--- config.mk ---
export PLATFORM = sky130hd
export DESIGN_NAME = sccs_switcher
export DESIGN_NICKNAME = d
export VERILOG_FILES = /design/src/sccs_pkg.sv /design/src/sccs_cnt_if.sv /design/src/sccs_edge_counter.sv /design/src/sccs_switcher.sv
export SDC_FILE = /design/constraint.sdc
export NUM_CORES = 1
export LEC_CHECK = 0
export BUFFER_PORTS_ARGS = -buffer_cell sky130_fd_sc_hd__buf_2
export CAP_MARGIN = 40
export CORE_ASPECT_RATIO = 1.2
export CORE_MARGIN = 2
export CORE_UTILIZATION = 47
export CTS_CLUSTER_DIAMETER = 60
export DETAILED_ROUTE_END_ITERATION = 8
export PLACE_DENSITY = 0.81
export REMOVE_ABC_BUFFERS = 1
export SYNTH_ARGS = -nofsm -noshare
export SYNTH_HDL_FRONTEND = slang
export SYNTH_SLANG_ARGS = --single-unit
--- constraint.sdc ---
create_clock -name hclk -period 2.09 [get_ports hclk]
set_input_delay 0.418 -clock hclk [delete_from_list [all_inputs] [get_ports hclk]]
set_output_delay 0.418 -clock hclk [all_outputs]
set_load 0.05 [all_outputs]
--- src/sccs_pkg.sv ---
/*
 * sccs_pkg: constants, types and helpers of the system clock switcher.
 * Assumes a 10 MHz bus clock; oscillator sources arrive as plain pins.
 */
package sccs_pkg;

  // ****************************************************
  // oscillator modes, held in the configuration field
  // ****************************************************
  typedef enum logic [2:0] {
    LOW_POWER_CRYSTAL,
    CRYSTAL_RESONATOR,
    HIGH_SPEED_CRYSTAL,
    RESISTOR_CAPACITOR_CLKOUT,
    RESISTOR_CAPACITOR_PINFREE,
    INTERNAL_OSC_CLKOUT,
    INTERNAL_OSC_PINFREE,
    EXTERNAL_CLOCK_PINFREE
  } sccs_mode_t;

  // ****************************************************
  // clock source codes (system clock select values)
  // ****************************************************
  localparam logic [1:0] SEL_PRIMARY = 2'h0;
  localparam logic [1:0] SEL_SIDE = 2'h1;
  localparam logic [1:0] SEL_INTERNAL = 2'h2;

  // ****************************************************
  // register map and fields
  // ****************************************************
  localparam logic [11:0] TIMER_ONE_CONTROL_ADDR = 12'h010;
  localparam logic [11:0] OSC_CONTROL_ADDR = 12'h014;
  localparam int T1C_SIDE_RUNNING_BIT = 6;
  localparam int T1C_SIDE_OSC_EN_BIT = 3;
  localparam logic [5:0] T1C_RESET = 6'h00;
  localparam int OSC_SEL_LSB = 0;
  localparam int OSC_IFS_BIT = 2;
  localparam int OSC_PST_BIT = 3;
  localparam int OSC_FSEL_LSB = 4;
  localparam logic [1:0] OSC_SEL_RESET = 2'h0;
  localparam logic [2:0] OSC_FSEL_RESET = 3'h0;
  localparam logic [2:0] FSEL_SLOWEST = 3'h0;

  // ****************************************************
  // timing
  // ****************************************************
  localparam int CNT_W = 11;
  localparam logic [CNT_W-1:0] SYNC_EDGES = 11'h008;
  localparam logic [CNT_W-1:0] WARMUP_EDGES = 11'h400;
  localparam int CLK_PERIOD_NS = 100;
  localparam int INTERNAL_FREQ_STABLE_TIME_US = 4000;
  localparam int INTERNAL_FREQ_STABLE_CYCLES =
    (INTERNAL_FREQ_STABLE_TIME_US * 1000 + CLK_PERIOD_NS - 1) / CLK_PERIOD_NS;

  // crystal modes need the long warm-up count
  function automatic logic sccs_is_crystal(input logic [2:0] m);
    return m inside {LOW_POWER_CRYSTAL, CRYSTAL_RESONATOR,
                     HIGH_SPEED_CRYSTAL};
  endfunction : sccs_is_crystal

endpackage : sccs_pkg

--- src/sccs_cnt_if.sv ---
/*
 * sccs_cnt_if: carries an edge-count request between the switcher
 * and its edge counter. Assumes both ends share the bus clock.
 */
`timescale 1ns/100ps
`default_nettype none

interface sccs_cnt_if;
  logic start; // one-cycle request
  logic [10:0] limit; // edges to count
  logic edge_pls; // one source edge seen
  logic done; // one-cycle completion
  modport ctrl (output start, output limit, output edge_pls,
                input done);
  modport cnt (input start, input limit, input edge_pls,
               output done);
endinterface : sccs_cnt_if

`default_nettype wire

--- src/sccs_edge_counter.sv ---
/*
 * sccs_edge_counter: counts oscillator edge pulses up to a limit.
 * Assumes edge pulses are already synchronised to hclk.
 */
`timescale 1ns/100ps
`default_nettype none

module sccs_edge_counter (
  // clock and reset
  input wire logic hclk,
  input wire logic hresetn,
  // request side
  sccs_cnt_if.cnt cnt
);
  import sccs_pkg::*;

  logic [CNT_W-1:0] count_r; // edges seen so far
  logic busy_r; // a count is running
  logic done_r; // completion pulse

  // ****************************************************
  // counting
  // ****************************************************
  // a new start restarts the count; a late edge cannot leak in
  always_ff @(posedge hclk or negedge hresetn) begin
    if (!hresetn) begin
      count_r <= '0;
      busy_r <= 1'b0;
      done_r <= 1'b0;
    end else begin
      done_r <= 1'b0;
      if (cnt.start) begin
        count_r <= '0;
        busy_r <= 1'b1;
      end else if (busy_r && cnt.edge_pls) begin
        if (count_r + 11'h001 == cnt.limit) begin
          busy_r <= 1'b0;
          done_r <= 1'b1;
        end
        count_r <= count_r + 11'h001;
      end
    end
  end

  assign cnt.done = done_r;

endmodule : sccs_edge_counter

`default_nettype wire

--- src/sccs_switcher.sv ---
/*
 * sccs_switcher: system clock source selection and switching, with
 * its registers on AHB-Lite. Assumes oscillator pins are asynchronous
 * to hclk and far slower than it; the mode field is static config.
 */
// Function
// - eight oscillator modes from three config bits
// - mode decides clock-out and freed pins
// - select internal: clear status, stop primary
// - no switch if primary already internal
// - freq-stable sets about 4 ms later; at once with the slowest frequency select
// - hold phase one for eight edges of the new source
// - cleared primary status means low-power run
// - to internal: 8 edges, flags 0/0
// - to side: 8 edges, side-running set
// - to external/RC primary: 8 edges, status set
// - to crystal: 1024 plus 8 edges
// - crystal reset: 1024 wait, two-speed option
// - internal frequency follows frequency select
// - side-running bit reflects side clock use
// - side enable runs the side oscillator
`timescale 1ns/100ps
`default_nettype none

module sccs_switcher #(
  parameter int INTERNAL_FREQ_STABLE_WAIT = sccs_pkg::INTERNAL_FREQ_STABLE_CYCLES
) (
  // clock and reset
  input wire logic hclk,
  input wire logic hresetn,
  // ahb-lite slave
  input wire logic hsel,
  input wire logic [31:0] haddr,
  input wire logic [1:0] htrans,
  input wire logic hwrite,
  input wire logic [2:0] hsize,
  input wire logic [31:0] hwdata,
  input wire logic hready,
  output logic [31:0] hrdata,
  output logic hreadyout,
  output logic hresp,
  // configuration
  input wire logic [2:0] osc_mode_config,
  input wire logic two_speed_enable,
  // oscillator pins
  input wire logic primary_osc_pin,
  input wire logic internal_osc_pin,
  input wire logic side_osc_pin,
  // clock control outputs
  output logic [1:0] sys_clk_source,
  output logic exec_enable,
  output logic phase_one_hold,
  output logic primary_osc_enable,
  output logic side_osc_enable,
  output logic [2:0] internal_freq_select,
  // pin use
  output logic clkout_enable,
  output logic osc_out_io_free,
  output logic osc_in_io_free
);
  import sccs_pkg::*;

  typedef enum logic [1:0] {ST_RST_OST, ST_IDLE, ST_WARM, ST_SYNC}
    sccs_state_t;

  sccs_cnt_if cnt_if ();

  sccs_state_t state_r; // switch sequencer state
  logic [1:0] cur_src_r; // source now clocking the core
  logic [1:0] tgt_src_r; // source being switched to
  logic [1:0] clk_src_r; // source driven out
  logic ost_arm_r; // first cycle after reset
  logic primary_status_r; // primary clock in use
  logic internal_freq_stable_r; // internal frequency stable
  logic [15:0] internal_freq_stable_cnt_r; // stabilisation timer
  logic internal_freq_stable_run_r; // stabilisation timer running
  logic prim_en_r; // primary oscillator powered
  logic [5:0] t1c_r; // writable timer control bits
  logic [1:0] sel_r; // system clock select
  logic [2:0] fsel_r; // internal frequency select
  logic [2:0] sync1_r, sync2_r, sync3_r; // pin synchronisers
  logic [2:0] fall; // falling edge pulses
  logic wr_pend_r; // write data phase due
  logic [11:0] addr_r; // latched write address
  logic [31:0] hrdata_r; // read data
  logic [2:0] mode; // oscillator mode
  logic crystal; // crystal mode
  logic mode_internal; // primary is internal oscillator
  logic [1:0] want_src; // source the select asks for
  logic go_switch; // start a switch this cycle
  logic side_running; // side oscillator clocks core
  logic prim_fall; // edge of the primary source

  // ****************************************************
  // pin synchronisers and edge detect
  // ****************************************************
  // the first stage feeds only the second, to keep metastability out
  genvar g;
  generate
    for (g = 0; g < 3; g++) begin : g_sync
      always_ff @(posedge hclk or negedge hresetn) begin
        if (!hresetn) begin
          sync1_r[g] <= 1'b0;
          sync2_r[g] <= 1'b0;
          sync3_r[g] <= 1'b0;
        end else begin
          sync1_r[g] <= (g == 0) ? primary_osc_pin :
                        (g == 1) ? internal_osc_pin : side_osc_pin;
          sync2_r[g] <= sync1_r[g];
          sync3_r[g] <= sync2_r[g];
        end
      end
      assign fall[g] = sync3_r[g] & ~sync2_r[g];
    end
  endgenerate

  // ****************************************************
  // mode decode
  // ****************************************************
  assign mode = osc_mode_config;
  assign crystal = sccs_is_crystal(mode);
  assign mode_internal = mode inside {INTERNAL_OSC_CLKOUT,
                                      INTERNAL_OSC_PINFREE};
  // internal modes have no pin oscillator; the internal one stands in
  assign prim_fall = mode_internal ? fall[1] : fall[0];

  // pin use per mode
  assign clkout_enable = mode inside {RESISTOR_CAPACITOR_CLKOUT,
                                      INTERNAL_OSC_CLKOUT};
  assign osc_out_io_free = mode inside {RESISTOR_CAPACITOR_PINFREE,
    INTERNAL_OSC_PINFREE, EXTERNAL_CLOCK_PINFREE};
  assign osc_in_io_free = mode_internal;

  // ****************************************************
  // switch request
  // ****************************************************
  // the select is a level; a write that changes it starts a switch
  assign want_src = sel_r[1] ? SEL_INTERNAL : sel_r;
  assign go_switch = (state_r == ST_IDLE) && (want_src != cur_src_r) &&
    !(want_src == SEL_INTERNAL && cur_src_r == SEL_PRIMARY &&
      mode_internal);

  assign cnt_if.start = (ost_arm_r && crystal) || go_switch ||
                        (state_r == ST_WARM && cnt_if.done);
  // compared on every edge, so the limit follows the state, not the start
  assign cnt_if.limit = (state_r == ST_RST_OST || state_r == ST_WARM) ?
    WARMUP_EDGES : SYNC_EDGES;
  assign cnt_if.edge_pls = (tgt_src_r == SEL_INTERNAL) ? fall[1] :
                           (tgt_src_r == SEL_SIDE) ? fall[2] : prim_fall;

  sccs_edge_counter u_cnt (
    .hclk (hclk),
    .hresetn (hresetn),
    .cnt (cnt_if.cnt)
  );

  // ****************************************************
  // switch sequencer
  // ****************************************************
  always_ff @(posedge hclk or negedge hresetn) begin
    if (!hresetn) begin
      state_r <= ST_RST_OST;
      cur_src_r <= SEL_PRIMARY;
      tgt_src_r <= SEL_PRIMARY;
      clk_src_r <= SEL_PRIMARY;
      ost_arm_r <= 1'b1;
      primary_status_r <= 1'b0;
      prim_en_r <= 1'b1;
    end else begin
      ost_arm_r <= 1'b0;
      unique case (state_r)
        ST_RST_OST: begin
          // no switch sequence at reset; two-speed runs on internal
          clk_src_r <= (crystal && two_speed_enable) ? SEL_INTERNAL :
                       SEL_PRIMARY;
          if (!crystal || cnt_if.done) begin
            state_r <= ST_IDLE;
            clk_src_r <= SEL_PRIMARY;
            primary_status_r <= 1'b1;
          end
        end
        ST_IDLE: begin
          if (go_switch) begin
            tgt_src_r <= want_src;
            if (want_src == SEL_PRIMARY) begin
              prim_en_r <= 1'b1;
              state_r <= crystal ? ST_WARM : ST_SYNC;
            end else begin
              // status drops at once: core leaves the primary
              primary_status_r <= 1'b0;
              if (want_src == SEL_INTERNAL) begin
                prim_en_r <= 1'b0;
              end
              state_r <= ST_SYNC;
            end
          end
        end
        ST_WARM: begin
          // execution continues on the old source meanwhile
          if (cnt_if.done) begin
            state_r <= ST_SYNC;
          end
        end
        ST_SYNC: begin
          clk_src_r <= tgt_src_r;
          if (cnt_if.done) begin
            state_r <= ST_IDLE;
            cur_src_r <= tgt_src_r;
            primary_status_r <= (tgt_src_r == SEL_PRIMARY);
          end
        end
      endcase
    end
  end

  // core held in phase one while the new clock settles
  assign phase_one_hold = (state_r == ST_SYNC);
  assign exec_enable = !((state_r == ST_RST_OST) && crystal &&
                         !two_speed_enable);
  assign sys_clk_source = clk_src_r;
  assign primary_osc_enable = prim_en_r;
  assign side_running = (cur_src_r == SEL_SIDE);
  // the side oscillator inverter is off unless enabled
  assign side_osc_enable = t1c_r[T1C_SIDE_OSC_EN_BIT];
  assign internal_freq_select = fsel_r;

  // ****************************************************
  // internal frequency stable flag
  // ****************************************************
  // slowest setting needs no settling; faster ones wait the timer
  always_ff @(posedge hclk or negedge hresetn) begin
    if (!hresetn) begin
      internal_freq_stable_r <= 1'b0;
      internal_freq_stable_run_r <= 1'b0;
      internal_freq_stable_cnt_r <= '0;
    end else if (go_switch && want_src == SEL_INTERNAL) begin
      internal_freq_stable_r <= (fsel_r == FSEL_SLOWEST);
      internal_freq_stable_run_r <= (fsel_r != FSEL_SLOWEST);
      internal_freq_stable_cnt_r <= '0;
    end else if (internal_freq_stable_run_r) begin
      internal_freq_stable_cnt_r <= internal_freq_stable_cnt_r + 16'h0001;
      if (internal_freq_stable_cnt_r == 16'(INTERNAL_FREQ_STABLE_WAIT - 1)) begin
        internal_freq_stable_run_r <= 1'b0;
        internal_freq_stable_r <= 1'b1;
      end
    end else if (cur_src_r != SEL_INTERNAL && state_r == ST_IDLE) begin
      internal_freq_stable_r <= 1'b0;
    end
  end

  // ****************************************************
  // ahb-lite slave
  // ****************************************************
  // zero wait states: every transfer completes in its data phase
  assign hreadyout = 1'b1;
  assign hresp = 1'b0;
  assign hrdata = hrdata_r;

  // address phase: latch writes, fetch read data
  always_ff @(posedge hclk or negedge hresetn) begin
    if (!hresetn) begin
      wr_pend_r <= 1'b0;
      addr_r <= '0;
      hrdata_r <= '0;
    end else begin
      wr_pend_r <= hsel && htrans[1] && hready && hwrite;
      if (hsel && htrans[1] && hready) begin
        addr_r <= haddr[11:0];
        hrdata_r <= '0; // unmapped reads as zero
        if (!hwrite && haddr[11:0] == TIMER_ONE_CONTROL_ADDR) begin
          hrdata_r[5:0] <= t1c_r;
          hrdata_r[T1C_SIDE_RUNNING_BIT] <= side_running;
        end else if (!hwrite && haddr[11:0] == OSC_CONTROL_ADDR) begin
          hrdata_r[OSC_SEL_LSB +: 2] <= sel_r;
          hrdata_r[OSC_IFS_BIT] <= internal_freq_stable_r;
          hrdata_r[OSC_PST_BIT] <= primary_status_r;
          hrdata_r[OSC_FSEL_LSB +: 3] <= fsel_r;
        end
      end
    end
  end

  // data phase: update writable fields only
  always_ff @(posedge hclk or negedge hresetn) begin
    if (!hresetn) begin
      t1c_r <= T1C_RESET;
      sel_r <= OSC_SEL_RESET;
      fsel_r <= OSC_FSEL_RESET;
    end else if (wr_pend_r) begin
      if (addr_r == TIMER_ONE_CONTROL_ADDR) begin
        t1c_r <= hwdata[5:0];
      end else if (addr_r == OSC_CONTROL_ADDR) begin
        sel_r <= hwdata[OSC_SEL_LSB +: 2];
        fsel_r <= hwdata[OSC_FSEL_LSB +: 3];
      end
    end
  end
endmodule : sccs_switcher

`default_nettype wire

== Word-level counts from Yosys, hierarchy flattened ==
Index checks and enable logic that the tools add are counted.
Word-level totals
  bits in registers: 82
  output and inout bits: 46
Cells by class
  equal/unequal tests: 28
  add/subtract/negate cells: 2
  bitwise gates (word level): 7
  reduce and logical (&&, ||, !) cells: 53
  mux-type cells: 41
Operators with widths (number)
  $eq A12 B5 Y1 const B: 4
  $mux W11: 3
  $mux W16: 2
  $mux W1: 24
  $logic_and A1 B1 Y1: 17
  $add A16 B1 Y16 const B: 1
  $eq A16 B16 Y1 const B: 1
  $reduce_bool A3 Y1: 5
  $mux W2: 7
  $mux W7: 2
  $reduce_bool A2 Y1: 7
  $eq A3 B3 Y1 const B: 4
  $add A11 B1 Y11 const B: 1
  $eq A11 B11 Y1: 1
  $reduce_and A2 Y1: 5
  $eq A2 B2 Y1 const B: 4
  $logic_not A2 Y1: 4
  $pmux W2 S4: 1
  $eq A2 B1 Y1 const B: 3
  $eq A3 B2 Y1 const B: 2
  $logic_not A3 Y1: 2
  $ne A2 B1 Y1 const B: 3
  $ne A2 B2 Y1 const B: 3
  $reduce_and A3 Y1: 2
  11 further kinds: 23

== Longest topological paths before layout ==
Gate-level depths: netlist of run 1.
  depth in word-level cells: 10
  mapped depth: 8
  mapped depth without buffers: 7

== Cells and area by module ==
Synthesis of run 1 repeated with hierarchy kept, for this count alone.
Unflattened totals
  cell total of the unflattened synthesis: 424
  area, all modules: 4384.2 um^2
Modules (own cells, without submodules)
  sccs_switcher: instances 1, sequential area each 1729.2 um^2, area each 3447.1 um^2, cells each 322
  sccs_edge_counter: instances 1, sequential area each 325.3 um^2, area each 937.1 um^2, cells each 102

== Worst setup path before layout of run 1 ==
OpenSTA, ideal clock, no wires.
  kind: input to output
  start: input osc_mode_config[2]
  end: output clkout_enable
  arrival: 2203 ps
  setup slack: -531 ps
  stages on the path: 2
  buffers on the path: 0
  cell sequence: a21boi_0 > nor2_1
On the way
  cells in the longest elaborated chain, start to end: 2
RTL lines
  start, declared: line sccs_switcher.sv:43  | input wire logic [2:0] osc_mode_config,
  $eq A3 B2 Y1 or $eq A3 B3 Y1 (tied branches): line sccs_switcher.sv:128  | assign clkout_enable = mode inside {RESISTOR_CAPACITOR_CLKOUT,
  $reduce_bool A2 Y1 *: line sccs_switcher.sv:128
  end, declared: line sccs_switcher.sv:57  | output logic clkout_enable,
Mark *: on every way between the ends. The rest lies on a longest branch, timed or not.

== Final worst setup path of run 1 ==
  start: register tgt_src_r[1]
  end: register u_cnt.count_r[6]
On the way
  cells in the longest elaborated chain, start to end: 5
RTL lines
  start, declared: line sccs_switcher.sv:70  | logic [1:0] tgt_src_r;
  start signal, assigned: line sccs_switcher.sv:184  | tgt_src_r <= want_src;
  $eq A2 B1 Y1: line sccs_switcher.sv:149  | (tgt_src_r == SEL_SIDE) ? fall[2] : prim_fall;
  $mux W1: line sccs_switcher.sv:149
  $mux W1 *: line sccs_switcher.sv:148  | assign cnt_if.edge_pls = (tgt_src_r == SEL_INTERNAL) ? fall[1] :
  $logic_and A1 B1 Y1 *: line sccs_edge_counter.sv:35  | end else if (busy_r && cnt.edge_pls) begin
  $reduce_bool A2 Y1 (no source line) *
  end signal, assigned: line sccs_edge_counter.sv:40  | count_r <= count_r + 11'h001;
  end, declared: line sccs_edge_counter.sv:17  | logic [CNT_W-1:0] count_r;
Marks and branches as above.
A chain may end at the register's enable or synchronous reset.

==> summary.md, run 1 <==
| Metric | Value |
|---|---|
| CP cell instances | `nor2b_1 -> o221a_1 -> a211o_1 -> or4_1 -> a21oi_1` |
| Area share of the largest cell type after synthesis | `slightly below 50%` |
| Clock transition at path regs | `about 0.080 ns` |
| Largest net degree at the start of global routing | `between 40 and 50` |
| Drt via density | `around 5.3` |
| Layout cell share with drive strength beyond 1 | `26.1%` |
| RSZ-0062 raised after global routing | `false` |
| Final Cycle Share | `a little over nine tenths` |
| CORE AREA | `8560 µm²` |
| Row Count | `37` |
| Area leader, netlist | `dfrtp_1` |
| Post-synthesis average cell area | `between 10 and 15 µm²` |
| Crit Path Max Fanout | `10` |
| Post-DP HPWL | `roughly 6200 µm` |
| Slowest stage delay, CP | `around 0.50 ns` |
| Drt first-iter violations | `213` |
| FF+latch count, synth | `82` |
| Max Cap Viol | `0` |
| Worst relative slew slack | `a little under two thirds` |
| Synth Warn # | `0` |
| Min-Delay Path Class | `in2async` |
| Fillers | `around 700` |
| Post-layout min period | `1.97 ns` |
| Ant diodes | `0` |
| Via count | `~3,100` |
| Most used DFF post-synth | `dfrtp_1` |
| Critical Path Slowest Stage Cell | `or4_1` |
| First-pass DRT Iterations | `4` |
| Die span in x | `89.6 µm` |
| Most numerous cell in the Yosys netlist | `dfrtp_1` |
| Maximum vdd drop | `632 µV` |
| DIE HEIGHT | `107 µm` |
| R2R depth | `5` |
| Final ANT Viol Nets | `0` |
| Wire per inst | `between 10 and 15 µm` |
| Final Instance Count excl. Fillers | `between 500 and 600` |
| Routability cong. | `approximately 0.85` |
| Leakage power total | `about 2.2 nW` |
| Async S/R FF share, synth | `between 90% and 100%` |
| Global route total overflow | `0` |
| Final setup fails | `0` |
| Final count of pins violating max slew | `0` |
| Syn-to-layout area delta | `15.5%` |
| Peak Freq | `between 500 and 600 MHz` |
| Status | `complete, no violations` |
| Routed Wire Length | `between 8000 and 9000 µm` |
| Clk sink count | `82` |
| Num CTS Buffers | `9` |
| CTS H-tree lvls | `3` |
| Worst setup SP type | `register` |
| Post-Syn Area | `4130 µm²` |
| Final core occ | `a little under three fifths` |
| Vias in the first global route | `3,012` |
| # placed instances | `576` |
| Critical Path RT | `2.38 ns` |
| Post-synth EDFFs | `0` |
| CTS tree | `built` |
| Pwr dens | `about 1000 nW/µm²` |
| I/O Buffers | `50` |
| GR peak layer | `met2` |
| CP arrival | `roughly 2.3 ns` |
| Hold-fix buffers, CTS | `0` |
| Synth top area cells | `dfrtp_1, mux2_2, buf_4` |
| Sequential share of the synthesized area | `about half` |
| Crit path kind | `reg2reg` |
| Worst-Skew Late Latency | `approximately 0.37 ns` |
| First-pass GRT wire length | `~14,000 µm` |
| Worst slew pin tran | `about 0.55 ns` |
| DRC viols | `0` |
| Crit. End Element | `register` |
| Worst clock skew | `0.0129 ns` |
| Synth Instances | `399` |
| Met2 usage | `around 29%` |
| Worst-case clock buffer depth | `2` |
| Met3 usage | `4.77%` |
| Yosys cell types | `56` |
| Die ar. | `between 9000 and 10,000 µm²` |
| Initial core utilization | `just under 50%` |
| Root Buffer | `clkbuf_8` |
| Global-route usage over all layers | `a little under a fifth` |
| I/O Pins | `127` |
| Final Hold Vio Count | `0` |
| Final nets | `around 560` |
| Met1 Usage GRT | `between 20% and 30%` |
| Initial antenna violation count | `0` |
| Most frequent cells after synthesis | `dfrtp_1, nor2_1, nand2_1` |
## registers in the layout, summed over array words and instances (netlist names), 3 cells and up
register / count
addr_r: 12
hrdata: 7
internal_freq_select: 3
internal_freq_stable_cnt_r: 16
sync1_r: 3
sync2_r: 3
sync3_r: 3
t1c_r: 6
u_cnt.count_r: 11
## power by group
group	leakage, nW	internal, W	switching, W
registers	1.05	0.00182	0.000212
clock network	0.101	0.000618	0.000560
logic	1.09	0.000660	0.00100
total	2.24	0.00309	0.00178
## worst max-delay path: cells and delay by family (launching register included)
family	cells	cell delay [ns]
AOI/OAI and AO/OA	3	0.82
and+or+nand+nor	2	0.65
DFF	1	0.42
## cells in the final DEF, fill, tap and decap left out, types with 6 or more instances in the layout
cell type / netlist / routed
nor2_1: 33 / 33
nand3_1: 17 / 17
conb_1: 2 / 28
nor4_1: 6 / 6
mux2i_1: 8 / 8
xor2_1: 11 / 11
mux2_2: 28 / 28
nor3_1: 6 / 6
or3_1: 7 / 7
o31ai_1: 6 / 6
buf_2: 2 / 49
nand2_1: 29 / 29
o21ai_0: 21 / 21
nand4_1: 6 / 6
a21oi_1: 17 / 17
dfrtp_1: 80 / 80
inv_1: 14 / 14
clkbuf_8: 0 / 11
buf_4: 27 / 22
xnor2_1: 8 / 8
## what timing repair did
| item | 4_1_cts | 5_1_grt |
|---|---|---|
| resized for setup | 0 | 2 |
| buffers inserted | 0 | 0 |
| setup endpoints to repair | 0 | 3 |
## area by class of cell
cell class | instances | area, µm² | area share, %
Multi-Input combinational cell | 290 | 1870 | 39.2
Tap cell | 117 | 146 | 3.07
Timing Repair Buffer | 73 | 450 | 9.43
Inverter | 14 | 52.6 | 1.10
Clock inverter | 2 | 35.0 | 0.734
Clock buffer | 14 | 163 | 3.41
Sequential cell | 82 | 2050 | 43.0
## per-layer routing
metal | vias up | share of wire, %
li1 | 1495 | -
met1 | 1538 | 43
met4 | 0 | 2.7
met2 | 88 | 50
met3 | 18 | 5.1
met5 | - | 0
## per-stage QoR
stage	power [W]	worst slack (ns)	setup TNS [ns]	cell area, µm²	hold WS (ns)
6_report	0.00487	0.123	0	4770	0.0305
5_1_grt	0.00515	0.0172	0	4770	0.0741
4_1_cts	0.00488	0.120	0	4770	0.0488
3_5_place_dp	0.00370	-0.0446	-0.227	4570	0.338
3_3_place_gp	0.00363	-0.0115	-0.0233	4570	0.336
2_1_floorplan	0.00314	-0.531	-0.531	3970	0.122
## path summary, 6_finish.rpt
check / start / to / slack (ns)
worst max-delay path: tgt_src_r[1] / u_cnt.count_r[6] / 0.12
worst min-delay path: hresetn / hrdata[4] / 0.03
worst max register to register: tgt_src_r[1] / u_cnt.count_r[6] / 0.12
worst min register to register: sync1_r[1] / sync2_r[1] / 0.35
max in group asynchronous: hresetn / internal_freq_stable_cnt_r[4] / 1.47
min in group hclk: side_osc_pin / sync1_r[2] / 0.16
## kinds of logic (layout without fill, tap and decap cells)
| logic type | Yosys count | after routing | synth area share [%] |
|---|---|---|---|
| buffers and inverters | 53 | 103 | 7.51 |
| multiplexers | 36 | 36 | 9.57 |
| XOR/XNOR | 20 | 20 | 4.42 |
| adder cells (fa/ha/maj) | 6 | 6 | 1.82 |
| other | 2 | 28 | 0.182 |
| AO/OA/AOI/OAI | 67 | 67 | 10.3 |
| AND/OR/NAND/NOR | 133 | 133 | 16.5 |
| flip-flops | 82 | 82 | 49.7 |
No activity file was read; power rests on OpenSTA's default activity.
==> inputs of run 2 (changes only) <==
==> constraint.sdc (replaced) <==
create_clock -name hclk -period 2.09 [get_ports hclk]
set_input_delay 0.418 -clock hclk [delete_from_list [all_inputs] [get_ports hclk]]
set_output_delay 0.418 -clock hclk [all_outputs]
set_load 0.01 [all_outputs]
==> summary.md, run 2 (synthesis results as in run 1) <==
| Metric | Value |
|---|---|
| Reg2reg start | `tgt_src_r[1]` |
| Resized cells post-CTS | `0 (unchanged)` |
| DIE HEIGHT | `107 µm (unchanged)` |
| CORE AREA | `8560 µm² (unchanged)` |
| Clk sink count | `82 (unchanged)` |
| Final Instance Count excl. Fillers | `592 (unchanged)` |
| Routability cong. | `0.848 (-0.39%)` |
| Final count of pins violating max slew | `0 (unchanged)` |
| Worst-case clock buffer depth | `2 (unchanged)` |
| Post-layout min period | `2.01 ns (+0.0403 ns)` |
| Global route total overflow | `0 (unchanged)` |
| Worst r2r dst | `u_cnt.count_r[7]` |
| Crit Path Max Fanout | `10 (unchanged)` |
| Multi-input gate area | `1870 µm² (-0.40%)` |
| Fillers | `743 (+3.3%)` |
| Die span in x | `89.6 µm (unchanged)` |
| Worst setup SP type | `register` |
| Post-DP HPWL | `6380 µm (+2.1%)` |
| Final nets | `557 (unchanged)` |
| Post-CTS setup buffer count | `0 (unchanged)` |
| Peak Freq | `498 MHz (-2.0%)` |
| Commonest non-fill, non-tap cell in the layout | `dfrtp_1` |
| Ant diodes | `0 (unchanged)` |
| Setup TNS | `0 ns (unchanged)` |
| Worst-Skew Late Latency | `0.37 ns (about the same)` |
| Register Area | `2050 µm² (unchanged)` |
| Final Cycle Share | `96.0% (+1.9 points)` |
| Drt first-iter violations | `283 (+33%)` |
| Max Cap Viol | `0 (unchanged)` |
| Largest net degree at the start of global routing | `44 (unchanged)` |
| R2R setup slack | `0.08 ns (-0.04 ns)` |
| Setup crit start | `tgt_src_r[1]` |
| Layout cell share with drive strength beyond 1 | `25.9% (-0.21 points)` |
| Initial core utilization | `48.3% (unchanged)` |
| Most flops, register | `internal_freq_stable_cnt_r` |
| Worst slew pin tran | `0.552 ns (+0.00259 ns)` |
| Hold-fix buffers, CTS | `0 (unchanged)` |
| Global-route usage over all layers | `19.1% (+0.53 points)` |
| Min-Delay Path Class | `in2async` |
| I/O Pins | `127 (unchanged)` |
| RSZ-0062 raised after global routing | `false` |
| First-pass DRT Iterations | `4 (unchanged)` |
| Crit. End Element | `register` |
| Wire per inst | `14.1 µm (+0.42%)` |
| Maximum vdd drop | `624 µV (-1.4%)` |
| Final ANT Viol Nets | `0 (unchanged)` |
| Hold Worst Slack | `0.0324 ns (+0.00185 ns)` |
| Worst clock skew | `0.0118 ns (-0.00110 ns)` |
| Final setup fails | `0 (unchanged)` |
| Die ar. | `9560 µm² (unchanged)` |
| DRC viols | `0 (unchanged)` |
| I/O Buffers | `50 (unchanged)` |
| Routed Wire Length | `8350 µm (+0.42%)` |
| Drt via density | `5.32 (+0.38%)` |
| Leading cell types in the layout, fill and taps excluded | `dfrtp_1, buf_2, nor2_1, nand2_1` |
| Initial antenna violation count | `0 (unchanged)` |
| Max reg flops | `16 (unchanged)` |
| Row Count | `37 (unchanged)` |
| Worst relative slew slack | `63.2% (-0.17 points)` |
| Via count | `3,151 (+0.38%)` |
| Final core occ | `55.9% (+0.13 points)` |
| Top Registers | `internal_freq_stable_cnt_r x16, addr_r x12, u_cnt.count_r x11` |
| R2R depth | `6 (+1)` |
| Critical Path Sink | `u_cnt.count_r[7]` |
| Leakage power total | `2.25 nW (+0.47%)` |
| Final Hold Vio Count | `0 (unchanged)` |
| Vias in the first global route | `3,211 (+6.6%)` |
| CP arrival | `2.27 ns (about the same)` |
| First-pass GRT wire length | `14,200 µm (+3.9%)` |
| Pwr dens | `977 nW/µm² (-4.2%)` |
| Syn-to-layout area delta | `15.8%` |
| Num CTS Buffers | `9 (unchanged)` |
| Crit path kind | `reg2reg` |
| Critical Path RT | `2.35 ns (-0.03 ns)` |
| # placed instances | `576 (unchanged)` |
| CTS tree | `built` |
| Status | `complete, no violations` |
| CTS H-tree lvls | `3 (unchanged)` |
| Clock transition at path regs | `0.08 ns (about the same)` |
| Root Buffer | `clkbuf_8` |
## run 2: cell type report
class,instances,area share (%)
timing repair buffer,73,9.41
sequential,82,42.9
clock inverter,1,0.627
multi-input combinational,290,39.0
clock buffer,15,3.90
inverter,14,1.10
tap,117,3.06
## run 2: report_power, final
group          switching [W]  internal (W)  total, W  leakage (nW)
registers           0.000208       0.00182   0.00203          1.05
clock network       0.000536      0.000684   0.00122         0.110
logic               0.000775      0.000656   0.00143          1.09
## run 2: routing by layer
| layer | vias to the layer above | track usage [%] | wire (µm) |
|---|---|---|---|
| li1 | 1492 | - | - |
| met1 | 1549 | 23.0 | 3390 |
| met2 | 95 | 31.9 | 4310 |
| met3 | 15 | 3.31 | 449 |
| met4 | 0 | 9.91 | 206 |
| met5 | - | 0 | 0 |
## run 2: stage by stage
stage	instance area, µm²	power (W)	setup WS, ns
after floorplan	3970	0.00290	0.146
after global placement	4570	0.00339	-0.0116
final	4790	0.00468	0.0831
after global routing	4790	0.00495	0.00943
after detailed placement	4570	0.00348	-0.0647
after CTS	4790	0.00471	0.0879
## run 2: how the worst min path moves through the flow
stage                          start                       to  slack (ns)  cells after the start
final                        hresetn                hrdata[4]        0.03                      1
after global routing         hresetn  internal_freq_select[0]        0.09                      1
after CTS                    hresetn                hrdata[4]        0.05                      1
after detailed placement  sync1_r[1]               sync2_r[1]        0.34                      0
after global placement    sync1_r[2]               sync2_r[2]        0.34                      0
after floorplan              hresetn                addr_r[0]        0.12                      0
## run 2: critical path, cell delays in order, from the launching register on
cell     delay, ns
dfrtp_1       0.42
nor2b_1       0.16
o221a_1       0.25
a211o_1       0.43
buf_4         0.21
o31a_1        0.25
o21a_1        0.19
==> inputs of run 3 (changes only) <==
- ABC_AREA: default -> 1
==> summary.md, run 3 <==
| Metric | Value |
|---|---|
| Register Area | `2050 µm² (unchanged)` |
| I/O Buffers | `50 (unchanged)` |
| Post-CTS setup buffer count | `0 (unchanged)` |
| Wire length on met2 | `4490 µm (+4.2%)` |
| Most flops, register | `internal_freq_stable_cnt_r` |
| CTS tree | `built` |
| Syn-to-layout area delta | `12.2%` |
| Post-synth EDFFs | `0 (unchanged)` |
| Largest net degree at the start of global routing | `38 (-14%)` |
| Final Cycle Share | `88.2% (-7.9 points)` |
| FF+latch count, synth | `82 (unchanged)` |
| Num CTS Buffers | `9 (unchanged)` |
| Final WS setup | `0.247 ns (+0.164 ns)` |
| Resized cells post-CTS | `0 (unchanged)` |
| Most numerous cell in the Yosys netlist | `nand2_1` |
| Async S/R FF share, synth | `100% (unchanged)` |
| Most frequent cells after synthesis | `nand2_1, dfrtp_1, inv_1` |
| Max Cap Viol | `0 (unchanged)` |
| DRC viols | `0 (unchanged)` |
| Yosys cell types | `40 (-29%)` |
| First-pass GRT wire length | `15,100 µm (+5.9%)` |
| Fillers | `839 (+13%)` |
| Final count of pins violating max slew | `0 (unchanged)` |
| Max reg flops | `16 (unchanged)` |
| Row Count | `38 (+2.7%)` |
| Post-DP HPWL | `6550 µm (+2.8%)` |
| Top sig layer | `met4` |
| Worst setup SP type | `register` |
| R2R depth | `11 (+5)` |
| Top Registers | `internal_freq_stable_cnt_r x16, addr_r x12, u_cnt.count_r x11` |
| Post-synthesis average cell area | `7.96 µm² (-23%)` |
| Final Hold Vio Count | `3 (+3)` |
| Worst-case clock buffer depth | `2 (unchanged)` |
| Overall Power | `0.00445 W (-4.9%)` |
| Peak Freq | `543 MHz (+8.9%)` |
| Final nets | `686 (+23%)` |
| WL met1 | `3640 µm (+7.3%)` |
| Ant diodes | `0 (unchanged)` |
| Synth Warn # | `0 (unchanged)` |
| Worst clock skew | `0.00824 ns (-0.00355 ns)` |
| Routability cong. | `0.895 (+5.5%)` |
| Final instance area | `4820 µm² (+0.73%)` |
| Area leader, netlist | `dfrtp_1` |
| Initial core utilization | `47.8% (-0.43 points)` |
| Status | `complete, but fails checks` |
| Hold Worst Slack | `-0.00289 ns (-0.0353 ns)` |
| CORE AREA | `8990 µm² (+4.9%)` |
| Post-layout min period | `1.84 ns (-0.164 ns)` |
| Critical Path RT | `2.36 ns (about the same)` |
| Setup TNS | `0 ns (unchanged)` |
| Global-route usage over all layers | `18.7% (-0.33 points)` |
| Pwr dens | `922 nW/µm² (-5.6%)` |
| Leakage power total | `2.45 nW (+8.7%)` |
| Wire per inst | `12.1 µm (-14%)` |
| Sequential share of the synthesized area | `47.8% (-1.9 points)` |
| Leading cell types in the layout, fill and taps excluded | `nand2_1, inv_1, dfrtp_1, o21ai_0, buf_2` |
| Multi-input gate area | `1750 µm² (-6.0%)` |
| Area share of the largest cell type after synthesis | `46.6% (-1.9 points)` |
| Via count | `3,623 (+15%)` |
| I/O Pins | `127 (unchanged)` |
| DIE HEIGHT | `109 µm (+1.9%)` |
| Most used DFF post-synth | `dfrtp_1` |
| CTS H-tree lvls | `3 (unchanged)` |
| Die span in x | `91.3 µm (+1.9%)` |
| Worst r2r dst | `u_cnt.busy_r` |
| Reg2reg start | `u_cnt.count_r[0]` |
| Crit path kind | `reg2reg` |
| Maximum vdd drop | `567 µV (-9.1%)` |
| Synth top area cells | `dfrtp_1, nand2_1, inv_1` |
| CP arrival | `2.12 ns (-0.15 ns)` |
| Min-Delay Path Class | `in2async` |
| Commonest non-fill, non-tap cell in the layout | `nand2_1` |
| Die ar. | `9930 µm² (+3.8%)` |
| Drt via density | `5.00 (-6.0%)` |
| Root Buffer | `clkbuf_8` |
| Clock transition at path regs | `0.08 ns (about the same)` |
| Crit Path Max Fanout | `7 (-3)` |
| R2R setup slack | `0.25 ns (+0.16 ns)` |
| Met3 WL | `389 µm (-13%)` |
| Global route total overflow | `0 (unchanged)` |
| Clk sink count | `82 (unchanged)` |
| Final setup fails | `0 (unchanged)` |
| Pre-CTS setup slack | `0.258 ns (+0.323 ns)` |
| RSZ-0062 raised after global routing | `false` |
| Failing checks | `hold timing` |
| Placed instance area | `4600 µm² (+0.77%)` |
| Hold-fix buffers, CTS | `0 (unchanged)` |
| Worst-Skew Late Latency | `0.37 ns (about the same)` |
| Synth Instances | `540 (+35%)` |
| Layout cell share with drive strength beyond 1 | `16.2% (-9.7 points)` |
| Routed Wire Length | `8790 µm (+5.3%)` |
| Vias in the first global route | `3,595 (+12%)` |
| Crit. End Element | `register` |
| Drt first-iter violations | `190 (-33%)` |
| Final ANT Viol Nets | `0 (unchanged)` |
| First-pass DRT Iterations | `5 (+1)` |
| Post-Syn Area | `4300 µm² (+4.0%)` |
| Initial antenna violation count | `0 (unchanged)` |
==> run 3: cell count changes after synthesis, sizes merged, moves of 7 or more <==
| cell | change |
|---|---|
| mux2 | -28 |
| nand3 | +29 |
| nor2 | +10 |
| or3 | -7 |
| xnor2 | -8 |
| xor2 | -9 |
| o21ai | +32 |
| inv | +69 |
| nand2 | +92 |
| nor3 | +7 |
| mux2i | -8 |
==> run 3: stage by stage <==
| step | cells | hold WS (ns) | utilization (%) |
|---|---|---|---|
| 2_1_floorplan | 527 | 0.122 | - |
| 3_3_place_gp | 708 | 0.334 | 51.2 |
| 3_5_place_dp | 708 | 0.335 | 51.2 |
| 4_1_cts | 724 | 0.0113 | 53.6 |
| 5_1_grt | 724 | 0.0316 | 53.6 |
| 6_report | 724 | -0.00289 | 53.6 |
==> run 3: critical path: stages (launching register included) <==
cell and delay, ns:
dfrtp_1 0.50, ha_1 0.25, nand2_1 0.08, nor2_1 0.21, nand2_1 0.08, nand2_1 0.06, nand2_1 0.05, nand3b_1 0.17
nor2_1 0.11, nand3_1 0.11, nand2_1 0.09, inv_1 0.04
==> run 3: worst max-delay path by stage <==
stage               slack (ns)                endpoint          startpoint  cells past startpoint
finish                    0.25            u_cnt.busy_r    u_cnt.count_r[0]                     11
global route              0.07            u_cnt.busy_r    u_cnt.count_r[0]                     11
CTS                       0.28  internal_freq_stable_r          state_r[1]                      8
detailed placement        0.26        u_cnt.count_r[5]  osc_mode_config[0]                     11
global placement          0.29        u_cnt.count_r[5]  osc_mode_config[0]                     11
floorplan                 0.51            u_cnt.busy_r  osc_mode_config[0]                     10
==> run 3: kinds of logic (layout without fill, tap and decap cells) <==
family	after synthesis	in the layout	synth area share, %
other cells	2	28	0.175
fa+ha+maj	6	6	1.75
xor+xnor	3	3	0.611
compound gates	77	77	9.40
buf+inv	122	160	13.7
flops	82	82	47.8
simple gates	248	248	26.6
==> run 3: final cells by class <==
| cell class | instances | share of cell area, % |
|---|---|---|
| clock buffer | 15 | 3.87 |
| clock inverter | 1 | 0.623 |
| inverter | 83 | 6.46 |
| multi-input combinational | 362 | 36.4 |
| sequential | 82 | 42.6 |
| tap | 120 | 3.11 |
| timing repair buffer | 61 | 6.96 |
==> run 3: report_power, final <==
part	switching, W	total, W	leakage [nW]	internal, W
combinational	0.000790	0.00122	1.34	0.000431
clock	0.000560	0.00124	0.110	0.000685
sequential	0.000189	0.00198	1.00	0.00179
total	0.00154	0.00445	2.45	0.00291
==> run 3: per-layer routing <==
| layer | track usage, % | vias to the layer above |
|---|---|---|
| met5 | 0 | - |
| met4 | 10.5 | 0 |
| met3 | 3.73 | 31 |
| met2 | 33.3 | 122 |
| met1 | 21.2 | 1678 |
| li1 | - | 1792 |
